[config.mk]
export PLATFORM = sky130hd
export DESIGN_NAME = pdsa_top
export DESIGN_NICKNAME = d
export VERILOG_FILES = /design/src/rtl/pdsa_decode.v /design/src/rtl/pdsa_wincost.v /design/src/rtl/pdsa_top.v
export VERILOG_INCLUDE_DIRS = /design/src /design/src/include
export SDC_FILE = /design/constraint.sdc
export NUM_CORES = 1
export LEC_CHECK = 0
export ABC_AREA = 1
export BUFFER_PORTS_ARGS = -buffer_cell sky130_fd_sc_hd__buf_4
export CAP_MARGIN = 0
export CORE_MARGIN = 2
export CORE_UTILIZATION = 55
export CTS_BUF_LIST = sky130_fd_sc_hd__clkbuf_16
export CTS_CLUSTER_SIZE = 12
export DETAILED_ROUTE_END_ITERATION = 12
export GPL_ROUTABILITY_DRIVEN = 0
export GPL_TIMING_DRIVEN = 0
export PLACE_DENSITY_LB_ADDON = 0.25
export SETUP_SLACK_MARGIN = 0.2
export SLEW_MARGIN = 20
export SYNTH_ARGS = -nofsm -noshare
export SYNTH_HDL_FRONTEND = slang
export SYNTH_SLANG_ARGS = --single-unit
[constraint.sdc]
create_clock -name i_ref_clk -period 5.6 [get_ports i_ref_clk]
set_clock_uncertainty 0.15 [all_clocks]
set_input_delay 1.12 -clock i_ref_clk [delete_from_list [all_inputs] [get_ports i_ref_clk]]
set_output_delay 1.12 -clock i_ref_clk [all_outputs]
set_load 0.02 [all_outputs]
[src/include/pdsa_regs.vh]
// Constants for the program/data space access unit
`ifndef PDSA_REGS_VH
`define PDSA_REGS_VH
`define PDSA_PC_STEP        23'h000002
`define PDSA_EA_MSB         15
`define PDSA_WIN_LO_BITS    15
`define PDSA_PAGE_CFG_BIT   7
`define PDSA_OP_NONE        3'h0
`define PDSA_OP_RD_LOW      3'h1
`define PDSA_OP_RD_HIGH     3'h2
`define PDSA_OP_WR_LOW      3'h3
`define PDSA_OP_WR_HIGH     3'h4
`define PDSA_CLS_MOVE       2'h0
`define PDSA_CLS_DMOVE      2'h1
`define PDSA_CLS_DSP_PF     2'h2
`define PDSA_CLS_OTHER      2'h3
`define PDSA_WIN_EXTRA_FAST 2'h1
`define PDSA_WIN_EXTRA_SLOW 2'h2
`define PDSA_WIN_EXTRA_NONE 2'h0
`define PDSA_Y_START_RST    16'h0800
`define PDSA_Y_END_RST      16'h0fff
`define PDSA_IMPL_END_RST   16'h0fff
`define PDSA_ZERO_WORD      16'h0000
`endif

[src/rtl/pdsa_decode.v]
// Fixed X/Y space and implemented-memory decode
`timescale 1ns/10ps
`include "pdsa_regs.vh"
module pdsa_decode #(
  parameter [15:0] Y_START  = `PDSA_Y_START_RST,
  parameter [15:0] Y_END    = `PDSA_Y_END_RST,
  parameter [15:0] IMPL_END = `PDSA_IMPL_END_RST
) (
  // Address under test
  input  wire [15:0] i_ea,
  // Decode results
  output wire        o_in_y,
  output wire        o_impl
);
  // Boundary is fixed by parameters, no software path alters it
  assign o_in_y = (i_ea >= Y_START) && (i_ea <= Y_END);
  assign o_impl = (i_ea <= IMPL_END);
endmodule // pdsa_decode

[src/rtl/pdsa_wincost.v]
// Extra-cycle cost of a program window access
`timescale 1ns/10ps
`include "pdsa_regs.vh"
module pdsa_wincost (
  // Access description
  input  wire       i_win,
  input  wire [1:0] i_cls,
  input  wire       i_in_rpt,
  input  wire       i_rpt_edge,
  // Cost
  output reg  [1:0] o_extra
);
  // Edge iterations (first, last, irq exit, re-entry) pay two
  always @* begin
    o_extra = `PDSA_WIN_EXTRA_NONE;
    if (i_win) begin
      if (i_in_rpt) begin
        o_extra = i_rpt_edge ? `PDSA_WIN_EXTRA_SLOW : `PDSA_WIN_EXTRA_NONE;
      end else if (i_cls == `PDSA_CLS_OTHER) begin
        o_extra = `PDSA_WIN_EXTRA_SLOW;
      end else begin
        o_extra = `PDSA_WIN_EXTRA_FAST;
      end
    end
  end
endmodule // pdsa_wincost

[src/rtl/pdsa_top.v]
// Program/data space access unit: table, window and X/Y routing
`timescale 1ns/10ps
`include "pdsa_regs.vh"
module pdsa_top (
  // Clock and reset
  input  wire        i_ref_clk,
  input  wire        i_rst_b,
  // Program counter control
  input  wire        i_pc_adv,
  input  wire        i_pc_load,
  input  wire [22:0] i_pc_load_val,
  // Core control and page registers
  input  wire        i_program_window_enable,
  input  wire [7:0]  i_program_window_page,
  input  wire [7:0]  i_table_page,
  // Table access request
  input  wire [2:0]  i_table_op,
  input  wire        i_table_byte,
  input  wire [15:0] i_table_ea,
  input  wire [15:0] i_table_wdata,
  // X data path request
  input  wire        i_x_rd,
  input  wire        i_x_wr,
  input  wire        i_x_byte,
  input  wire [15:0] i_x_ea,
  input  wire [15:0] i_x_wdata,
  input  wire        i_x_modulo,
  input  wire        i_x_bitrev,
  input  wire [15:0] i_mod_start,
  input  wire [15:0] i_mod_end,
  input  wire [15:0] i_bitrev_mask,
  // Instruction context
  input  wire        i_dsp_class,
  input  wire [1:0]  i_instr_cls,
  input  wire        i_in_rpt,
  input  wire        i_rpt_edge,
  // Y prefetch request
  input  wire        i_y_rd,
  input  wire [15:0] i_y_ea,
  input  wire        i_y_modulo,
  // Memory return data
  input  wire [23:0] i_prog_rdata,
  input  wire [15:0] i_xmem_rdata,
  input  wire [15:0] i_ymem_rdata,
  // Program memory port
  output reg  [22:0] o_pc,
  output reg         o_prog_rd,
  output reg         o_prog_wr_low,
  output reg         o_prog_wr_high,
  output reg  [23:0] o_prog_addr,
  output reg         o_prog_cfg,
  output reg  [15:0] o_prog_wdata,
  // X memory port
  output reg         o_xmem_rd,
  output reg         o_xmem_wr,
  output reg  [1:0]  o_xmem_be,
  output reg  [15:0] o_xmem_addr,
  output reg  [15:0] o_xmem_wdata,
  // Y memory port (read only)
  output reg         o_ymem_rd,
  output reg  [15:0] o_ymem_addr,
  // Results
  output reg  [15:0] o_table_rdata,
  output reg  [15:0] o_x_rdata,
  output reg  [15:0] o_y_rdata,
  output reg  [1:0]  o_win_extra,
  output reg         o_win_active
);

  // Modulo wrap shared by X and Y address paths
  function [15:0] mod_wrap;
    input [15:0] ea;
    input        en;
    input [15:0] lo;
    input [15:0] hi;
    begin
      // Bounds are word addresses, so the wrap steps by two
      if (en && (ea > hi)) begin
        mod_wrap = lo + (ea - hi) - 16'h0002;
      end else if (en && (ea < lo)) begin
        mod_wrap = hi - (lo - ea) + 16'h0002;
      end else begin
        mod_wrap = ea;
      end
    end
  endfunction

  // Bit-reverse the masked field of a write address
  function [15:0] bit_rev;
    input [15:0] ea;
    input [15:0] mask;
    integer k;
    reg [15:0] r;
    begin
      // Field mirrors around bit 8; bit 0 is always kept
      r = ea;
      for (k = 1; k < 16; k = k + 1) begin
        if (mask[k]) begin
          r[k] = ea[16 - k];
        end
      end
      bit_rev = r;
    end
  endfunction

  // Byte lane pick shared by table low reads and X byte reads
  function [15:0] byte_pick;
    input [15:0] word;
    input        sel;
    begin
      if (sel) begin
        byte_pick = {8'h00, word[15:8]};
      end else begin
        byte_pick = {8'h00, word[7:0]};
      end
    end
  endfunction

  // Decode and cost results
  wire        x_in_y;
  wire        x_impl;
  wire        y_in_y;
  wire        y_impl;
  wire [1:0]  extra_w;

  // Combinational shaping of the current request
  reg         win_hit;
  reg         tbl_rd;
  reg  [15:0] x_ea_eff;
  reg  [15:0] y_ea_eff;
  reg         x_ok;
  reg         y_ok;
  reg  [22:0] pc_nxt;

  // Request state carried into the data return cycle
  reg         table_busy_r;
  reg         win_pend_r;
  reg  [2:0]  tbl_op_r;
  reg         tbl_byte_r;
  reg         tbl_lsb_r;
  reg         x_byte_r;
  reg         x_lsb_r;
  reg         x_rd_pend_r;
  reg         x_ok_r;
  reg         y_rd_pend_r;
  reg         y_ok_r;

  // Fixed decodes for both address paths
  pdsa_decode u_dec_x (
    .i_ea   (x_ea_eff),
    .o_in_y (x_in_y),
    .o_impl (x_impl)
  );
  pdsa_decode u_dec_y (
    .i_ea   (y_ea_eff),
    .o_in_y (y_in_y),
    .o_impl (y_impl)
  );

  // Cost of a window access for the pipeline stall logic
  pdsa_wincost u_cost (
    .i_win      (win_hit),
    .i_cls      (i_instr_cls),
    .i_in_rpt   (i_in_rpt),
    .i_rpt_edge (i_rpt_edge),
    .o_extra    (extra_w)
  );

  // Program counter, always even, two bytes per instruction word
  always @* begin
    pc_nxt = o_pc;
    if (i_pc_load) begin
      pc_nxt = {i_pc_load_val[22:1], 1'b0};
    end else if (i_pc_adv) begin
      pc_nxt = o_pc + `PDSA_PC_STEP;
    end
  end

  // Address shaping and access classification
  always @* begin
    tbl_rd   = (i_table_op == `PDSA_OP_RD_LOW) || (i_table_op == `PDSA_OP_RD_HIGH);
    // Modulo on X reads and plain writes; a bit-reversed X write takes the reversed EA, no modulo
    x_ea_eff = mod_wrap(i_x_ea, i_x_modulo, i_mod_start, i_mod_end);
    if (i_x_wr && i_x_bitrev) begin
      x_ea_eff = bit_rev(i_x_ea, i_bitrev_mask);
    end
    y_ea_eff = mod_wrap(i_y_ea, i_y_modulo, i_mod_start, i_mod_end);
    // Window is blocked while a table op runs or is requested
    win_hit  = i_program_window_enable && x_ea_eff[`PDSA_EA_MSB] && i_x_rd
               && !table_busy_r && (i_table_op == `PDSA_OP_NONE);
    // DSP X reads lose the Y block; others see all implemented memory, Y block included
    x_ok     = x_impl && !(i_dsp_class && x_in_y);
    // Y path is only for DSP prefetch and only inside Y
    y_ok     = i_dsp_class && y_in_y && y_impl;
  end

  // Registered memory strobes and addresses
  always @(posedge i_ref_clk or negedge i_rst_b) begin
    if (!i_rst_b) begin
      o_pc           <= 23'h000000;
      o_prog_rd      <= 1'b0;
      o_prog_wr_low  <= 1'b0;
      o_prog_wr_high <= 1'b0;
      o_prog_addr    <= 24'h000000;
      o_prog_cfg     <= 1'b0;
      o_prog_wdata   <= 16'h0000;
      o_xmem_rd      <= 1'b0;
      o_xmem_wr      <= 1'b0;
      o_xmem_be      <= 2'h0;
      o_xmem_addr    <= 16'h0000;
      o_xmem_wdata   <= 16'h0000;
      o_ymem_rd      <= 1'b0;
      o_ymem_addr    <= 16'h0000;
      o_win_extra    <= 2'h0;
      o_win_active   <= 1'b0;
      table_busy_r   <= 1'b0;
      win_pend_r     <= 1'b0;
      tbl_op_r       <= 3'h0;
      tbl_byte_r     <= 1'b0;
      tbl_lsb_r      <= 1'b0;
      x_byte_r       <= 1'b0;
      x_lsb_r        <= 1'b0;
      x_rd_pend_r    <= 1'b0;
      x_ok_r         <= 1'b0;
      y_rd_pend_r    <= 1'b0;
      y_ok_r         <= 1'b0;
    end else begin
      o_pc           <= pc_nxt;
      table_busy_r   <= (i_table_op != `PDSA_OP_NONE);
      tbl_op_r       <= i_table_op;
      tbl_byte_r     <= i_table_byte;
      tbl_lsb_r      <= i_table_ea[0];
      win_pend_r     <= win_hit;
      o_win_active   <= win_hit;
      o_win_extra    <= extra_w;
      // Write strobes stand one cycle per request cycle
      o_prog_wr_low  <= (i_table_op == `PDSA_OP_WR_LOW);
      o_prog_wr_high <= (i_table_op == `PDSA_OP_WR_HIGH);
      o_prog_wdata   <= i_table_wdata;
      // Table path owns the program port; window only when idle
      if (i_table_op != `PDSA_OP_NONE) begin
        o_prog_rd   <= tbl_rd;
        o_prog_addr <= {i_table_page, i_table_ea};
        o_prog_cfg  <= i_table_page[`PDSA_PAGE_CFG_BIT];
      end else if (win_hit) begin
        o_prog_rd   <= 1'b1;
        o_prog_addr <= {1'b0, i_program_window_page, x_ea_eff[`PDSA_WIN_LO_BITS-1:0]};
        o_prog_cfg  <= 1'b0;
      end else begin
        o_prog_rd   <= 1'b0;
      end
      // X bus carries every write to implemented memory, Y block included
      o_xmem_wr    <= i_x_wr && x_impl;
      o_xmem_wdata <= i_x_wdata;
      o_xmem_be    <= i_x_byte ? (x_ea_eff[0] ? 2'h2 : 2'h1) : 2'h3;
      o_xmem_rd    <= i_x_rd && !win_hit && x_ok;
      o_xmem_addr  <= x_ea_eff;
      // What the return cycle must do with the X answer
      x_rd_pend_r  <= i_x_rd && !win_hit;
      x_ok_r       <= x_ok;
      x_byte_r     <= i_x_byte;
      x_lsb_r      <= x_ea_eff[0];
      // Y bus only reads, concurrently with the X read
      o_ymem_rd    <= i_y_rd && y_ok;
      o_ymem_addr  <= y_ea_eff;
      y_rd_pend_r  <= i_y_rd;
      y_ok_r       <= y_ok;
    end
  end

  // Return data, one cycle after the memories answer
  always @(posedge i_ref_clk or negedge i_rst_b) begin
    if (!i_rst_b) begin
      o_table_rdata <= 16'h0000;
      o_x_rdata     <= 16'h0000;
      o_y_rdata     <= 16'h0000;
    end else begin
      // Only the high table read exposes bits 23:16
      case (tbl_op_r)
        `PDSA_OP_RD_LOW: begin
          // Byte select is the table EA LSb, as for data space bytes
          if (tbl_byte_r) begin
            o_table_rdata <= byte_pick(i_prog_rdata[15:0], tbl_lsb_r);
          end else begin
            o_table_rdata <= i_prog_rdata[15:0];
          end
        end
        `PDSA_OP_RD_HIGH: begin
          // Misaligned word reads are not trapped here; the core does that
          if (tbl_byte_r && tbl_lsb_r) begin
            o_table_rdata <= `PDSA_ZERO_WORD;
          end else begin
            o_table_rdata <= {8'h00, i_prog_rdata[23:16]};
          end
        end
        // Hold the last table result between reads
        default: begin
          o_table_rdata <= o_table_rdata;
        end
      endcase
      // Window reads drop the upper program byte
      if (win_pend_r) begin
        o_x_rdata <= i_prog_rdata[15:0];
      end else if (x_rd_pend_r) begin
        if (!x_ok_r) begin
          o_x_rdata <= `PDSA_ZERO_WORD;
        end else if (x_byte_r) begin
          o_x_rdata <= byte_pick(i_xmem_rdata, x_lsb_r);
        end else begin
          o_x_rdata <= i_xmem_rdata;
        end
      end
      // Y answers zero outside its own block
      if (y_rd_pend_r) begin
        o_y_rdata <= y_ok_r ? i_ymem_rdata : `PDSA_ZERO_WORD;
      end
    end
  end

endmodule // pdsa_top

Word level (Yosys, flattened, before mapping)
Cells that the tools add are included.
- reductions and logical operators: 30
- add/sub/neg operators: 13
- muxes and demuxes: 43
- magnitude comparators: 8
- equality and inequality tests: 7
- operator list (operator ; count):
    $mux W16 ; 11
    $sub A16 B16 Y16 ; 6
    $mux W24 ; 2
    $mux W23 ; 2
    $add A16 B16 Y16 ; 2
    $add A16 B2 Y16 const B ; 2
    $ge A16 B12 Y1 const B ; 2
    $gt A16 B16 Y1 ; 2
    $le A16 B12 Y1 const B ; 2
    $lt A16 B16 Y1 ; 2
    $pmux W16 S2 ; 1
    $sub A16 B2 Y16 const B ; 2
    $mux W8 ; 3
    $add A23 B2 Y23 const B ; 1
    $logic_and A1 B1 Y1 ; 20
    $mux W1 ; 18
    $mux W2 ; 6
    $eq A3 B2 Y1 const B ; 3
    $reduce_bool A2 Y1 ; 4
    $eq A3 B1 Y1 const B ; 2
    $eq A3 B3 Y1 const B ; 1
    $logic_not A1 Y1 ; 3
    $logic_not A3 Y1 ; 1
    $reduce_bool A3 Y1 ; 1
    other kinds (2) ; 2
- input port bits: 244
- bits in registers: 183
- word-level logic and storage cells: 130
- output and inout bits: 171

Depth between registers and ports, before layout
- word-level depth: 13
- depth in mapped cells: 24
- mapped depth without buffers: 23

Hierarchy
From an unflattened synthesis, not the netlist that was laid out.
- cells, all modules: 1959
- area total of the unflattened synthesis: 15117.0 sq um
- by module, submodules not included (module ; seq. area each (sq um) ; area each (sq um) ; times used ; cells each):
    pdsa_top ; 4504.3 ; 15033.2 ; 1 ; 1939
    pdsa_decode ; 0.0 ; 25.0 ; 2 ; 6
    pdsa_wincost ; 0.0 ; 33.8 ; 1 ; 8

Least setup slack after synthesis
OpenSTA, ideal clock, no wires.
- path kind: input port to flip-flop
- from: in i_x_ea[1]
- to: reg o_prog_addr[10]
- data required time: 5.333 ns
- path slack: 1.509 ns
- arrival: 3.825 ns
- stages on the path: 24
- path through: inv_1 > ha_1 > fa_1 > inv_1 > ha_1 > inv_1 > fa_1 > inv_1 > nand3_1 > nand2_2 > nand2_1 > nand2_1 > nand3_1 > nand2_1 > nand2_1 > nand2_1 > nand2_1 > nand3_2 > nand2_4 > nand2_8 > nand2_8 > buf_6 > nand2_1 > nand2_1
- longest elaborated chain between the ends: 11
- elaborated cells on any way between the ends: 21
- RTL lines (what ; RTL line ; text):
    start, declared ; pdsa_top.v:25 ; input wire [15:0] i_x_ea,
    $sub A16 B16 Y16 (2 in a row) ; pdsa_top.v:81 ; mod_wrap = hi - (lo - ea) + 16'h0002;
    $add A16 B2 Y16 ; pdsa_top.v:81 ;
    $mux W16 ; pdsa_top.v:80 ; end else if (en && (ea < lo)) begin
    $mux W16 ; pdsa_top.v:78 ; if (en && (ea > hi)) begin
    $mux W16 * ; pdsa_top.v:184 ; if (i_x_wr && i_x_bitrev) begin
    net u_dec_x.i_ea[15] ; pdsa_decode.v:10 ; input wire [15:0] i_ea,
    $logic_and A1 B1 Y1 * (4 in a row) ; pdsa_top.v:189 ; win_hit = i_program_window_enable && x_ea_eff[`PDSA_EA_MSB] && i_x_rd
    $reduce_bool A2 Y1 (no source line) * ; -- ;
    end signal, assigned ; pdsa_top.v:243 ; o_prog_addr <= {i_table_page, i_table_ea};
    end signal, assigned ; pdsa_top.v:247 ; o_prog_addr <= {1'b0, i_program_window_page, x_ea_eff[`PDSA_WIN_LO_BITS-1:0]};
    end, declared ; pdsa_top.v:50 ; output reg [23:0] o_prog_addr,
Mark *: on every way through the listed nets, which the timed path passes. The rest lies on a longest branch. The select of a mux whose other input is x is not followed.
A chain may end at the register's enable or synchronous reset.

Worst setup path after layout
- from: in i_x_ea[1]
- to: reg o_xmem_rd
- longest elaborated chain between the ends: 13
- elaborated cells on any way between the ends: 28
- RTL lines (what ; RTL line ; text):
    $sub A16 B16 Y16 (2 in a row) ; pdsa_top.v:81 ;
    $add A16 B2 Y16 ; pdsa_top.v:81 ;
    $mux W16 ; pdsa_top.v:80 ;
    $mux W16 ; pdsa_top.v:78 ;
    $mux W16 * ; pdsa_top.v:184 ;
    net u_dec_x.i_ea[15] ; pdsa_decode.v:10 ;
    parallel branches: the longest is 6 deep, another holds $ge A16 B12 Y1 ; -- ;
    $logic_and A1 B1 Y1 * ; pdsa_top.v:256 ; o_xmem_rd <= i_x_rd && !win_hit && x_ok;
    end signal, assigned ; pdsa_top.v:256 ;
    end, declared ; pdsa_top.v:54 ; output reg o_xmem_rd,
Mark *: on every way through the listed nets, which the timed path passes.

==> results list <==
- The run finished with clean final reports.
- The via count of the first global-routing pass is about 14000.
- The routed design has between 40 and 50 mm of wire.
- Cells after synthesis: approximately 1900
* Number of hold violations in the final report: 0
- For this run, the register share of the synthesized area comes to between 20 and 30%.
- Relative to the synthesized area, the layout overhead comes to 27.67%.
* Crit path launch type: input port
* Initial standard-cell utilization of the core: between 50% and 60%
- Actual slew at the worst max-slew pin: between 700 and 800 ps
* Layout cells sized above 1: around a fifth
- Iteration-0 DRC count of the detailed router: approximately 1400
* Area of the multi-input gates: 9220 um^2
- Quantity of gates resized following cts: 0
* H-Tree Depth: 4
- Setup repair after global routing left no endpoint under its margin.
- Worst path cell trace: buf_4 > inv_1 > ha_1 > fa_1 > inv_1 > ha_1 > inv_1 > fa_1 > inv_1 > nand3_1 > nand2_2 > nand2_1 > nand2_1 > nand3_1 > nand3b_1 > nand2_1 > nand2_1 > nand3_2 > nand2_4 > nand3_1 > nand2_1 > nor2_1
* Max stage delay cell, worst path: fa_1
- 0 antenna diodes ended up in the layout.
- Clock latency on the worst-skew pair, taken at its later pin, is roughly 440 ps.
- Kind of path behind the tightest hold check: register to register
- Measured along the x axis, the die boundary spans ~170 um.
* Highest clock frequency the design can meet: about 230 MHz
* Wire length of the first global-routing pass: 73.92 mm
- The layer flagged by global routing as most heavily used is met2.
- Estimated wirelength of the detail-placed design: between 30 and 40 mm
* Core Footprint: 26880 um^2
* Number of buffers inserted for hold repair after clock tree synthesis: 0
- Synthesized Nets: 2406
* Non-filler instance count after layout: between 2000 and 3000
- Setup violation total in the final timing report: 0
- Classification of the worst setup path: input port to register
* Number of clock sinks seen by CTS: 180
- Final TNS setup: 0 ps
- The die is between 150 and 200 um tall.
* Reg-to-reg slack, setup: 3340 ps
- Slew HR: 52.19%
- Period minus WS final: around 4400 ps
- Clock-pin slew was measured on the worst setup and hold paths at about 70 ps.
* Worst Reg2Reg Path Length in Cells: 6
* TritonCTS clock tree: yes
- DR pass1 iterations: 6
- Total global routing track utilization: between 30 and 40%
- Maximum number of pins on one net before global-route repair: just under 100
- Maximum net fanout on the critical path: 6
- Final Max Slew Viols: 0
- Clock tree synthesis inserted a total of 17 buffers.
- The cell area that synthesis handed to floorplanning was approximately 15000 um^2.
* Fill count: 2126
* Number of enable flip-flop cells after synthesis: 0
* Buffers inserted during post-CTS setup optimization: 0
* Terminating pin of the worst hold path: o_prog_addr[1]
* Critical path's most frequent cell: nand2_1
* LEAKAGE: approximately 10 nW
* Global routing usage on met1: approximately two fifths
* Critical Path RT: 5770 ps
- Data arrives at the worst endpoint at roughly 4600 ps.
- DR vias: between 10000 and 15000
- Aggregate global routing overflow: 0
* Worst Hold Path Cells: 2
- For this run, the slowest stage of the critical path takes approximately 430 ps.
- Maximum count of clock buffers along a single path: 2
* CTS Root Buffer Type: clkbuf_16
* Worst r2r dst: o_table_rdata[6]
- STA classifies the critical path endpoint as a register.
* Post-detailed-route DRC marker count: 0
- Power spread over the standard cell area amounts to 264.2 nW/um^2.
- Largest voltage drop on the vdd net: 207.6 uV
* Cell count after placement: about 2700
- The detail route stage leaves a number of antenna-violating nets equal to 0.
- Post-synthesis async set-or-reset flop share: 100.0%
- The number of antenna violations at the first check in global routing is 2.
- After synthesis, the mean cell area works out to slightly below 8 um^2.
* Final clock period utilization by the worst path: around four fifths
* Count of standard-cell rows: 60
- Drt via density: 5.478
- Unique cell type count in the Yosys netlist: between 40 and 50
- Launch instance of the worst min-delay path: o_prog_addr[1]
- The floorplan step defined a die boundary enclosing between 20000 and 30000 um^2.
- Dividing the detail-routed wire length by the instance count gives approximately 18 um.
- The Yosys step of the flow raised 0 warnings.
* Register area: ~4500 um^2
* Count of state elements after synthesis: 180
- Max_cap viols: 0
* Met2 layer usage reported by global route: about 57%
- Total Nets Final: between 2000 and 3000
- Dominant synthesized flop cell: dfrtp_1
* Startpoint of the lowest-slack register-to-register path: tbl_op_r[2]
- Top-level port count: around 420
- The count of buffers added on input and output ports is 409.
- Tracing the worst setup path back leads to its startpoint at i_x_ea[1].
* Met3 demand-to-capacity share in global routing: under 10%
area by class of cell:
| type | instances | share of cell area [%] |
|---|---|---|
| inverters | 289 | 5.655 |
| clock buffers | 17 | 2.218 |
| multi-input cells | 1397 | 48.06 |
| clock inverters | 15 | 1.044 |
| repair buffers | 410 | 16.19 |
| plain buffers | 42 | 1.128 |
| flip-flops and latches | 180 | 23.48 |
| well taps | 341 | 2.224 |
worst max-delay path, delay by kind of cell:
| kind | cells | cell delay (ps) |
|---|---|---|
| AND/OR/NAND/NOR | 13 | 1590 |
| buffers and inverters | 5 | 550 |
| adder cells (fa/ha/maj) | 4 | 1320 |
state kept, by name (all words and copies together), names as in the netlist, 2 cells and up:
register       flops
tbl_op_r           3
o_win_extra        2
o_xmem_addr       16
o_pc              22
o_xmem_wdata      16
o_y_rdata         16
o_prog_addr       24
o_prog_wdata      16
o_table_rdata     16
o_xmem_be          2
o_x_rdata         16
o_ymem_addr       16
report_power, final:
group	switching, W	internal, W	leakage [nW]	total, W
clock network	0.000605	0.000652	0.304	0.00126
logic	0.00140	0.000902	7.89	0.00231
registers	0.0000713	0.00144	2.21	0.00151
metrics by stage:
step	cell area (um^2)	util (%)	power [W]	hold WS, ps	setup WS, ps
2_1_floorplan	15030	-	0.002982	385.0	1509
3_3_place_gp	18520	68.92	0.003732	342.8	846.4
3_5_place_dp	18560	69.05	0.003792	344.9	792.6
4_1_cts	19180	71.38	0.005058	363.5	1211
5_1_grt	19180	71.38	0.005401	382.4	904.5
6_report	19180	71.38	0.005069	364.3	1167
cells in the mapped netlist (2+ instances only):
master    instances  share of area (%)
nand2_1         480                 12
inv_1           282                7.0
ha_1            192                 16
dfrtp_1         180                 30
nand3_1         148                4.9
o21ai_0         106                3.5
nor2_1          100                2.5
a21oi_1          99                3.3
fa_1             62                8.3
xor2_1           40                2.3
o211ai_1         29                1.4
clkbuf_1         25               0.62
xnor2_1          20                1.2
a22oi_1          17               0.85
nand4_1          16               0.67
a31oi_1          15               0.62
nand3b_1         10               0.50
nor3_1            8               0.27
buf_4             6               0.30
nand2_2           6               0.25
buf_2             5               0.17
o21bai_1          5               0.25
a21oi_2           4               0.23
and2_1            4               0.17
buf_6             4               0.30
clkinv_1          4               0.10
nor3_2            4               0.27
o221ai_1          4               0.23
a21o_1            3               0.15
inv_2             3              0.075
or2_2             3               0.12
a21boi_0          2               0.10
buf_1             2              0.050
nand2_4           2               0.15
nand2_8           2               0.27
nor2_2            2              0.083
o21a_1            2               0.10
o21ai_1           2              0.067
worst max-delay path by stage:
stage / endpoint / slack (ps) / cells after the start
final: o_xmem_rd / 1170 / 22
after global routing: x_rd_pend_r / 900 / 22
after CTS: x_rd_pend_r / 1210 / 22
after detailed placement: o_xmem_rd / 790 / 22
after global placement: o_xmem_rd / 850 / 22
after floorplan: o_prog_addr[10] / 1510 / 24
cells in the final DEF, fill, tap and decap left out, drive strengths merged:
master  instances
and3            1
nor3           12
xnor2          20
a21boi          2
o21ai         109
clkbuf         42
a22oi          17
a21o            3
o211ai         29
a211oi          1
nand4          16
dfrtp         180
ha            192
fa             62
conb            1
bufinv          1
and2            4
inv           292
nand3         150
o221ai          4
buf           427
a21oi         103
nor2          103
a31oi          15
clkinv         11
a221oi          1
nand2         490
or2             3
nor4            1
xor2           40
nand2b          1
nand3b         10
o21bai          5
o21a            2
logic make-up after synthesis:
logic type | after synthesis | share of synthesized area, %
adders and majority gates | 254 | 24.25
DFF | 180 | 29.98
AOI/OAI and AO/OA | 291 | 11.05
other | 1 | 0.02496
xor gates and xnor gates | 60 | 3.497
and+or+nand+nor | 791 | 22.54
buffers and inverters | 331 | 8.660
layer usage:
layer	part of all wire (%)	wire length (um)	vias to the layer above
met5	0.042	20	-
met1	38	18070	6843
met3	7.6	3648	153
li1	-	-	7050
met4	5.7	2713	4
met2	49	23310	691
(Power assumes the default switching activity.)
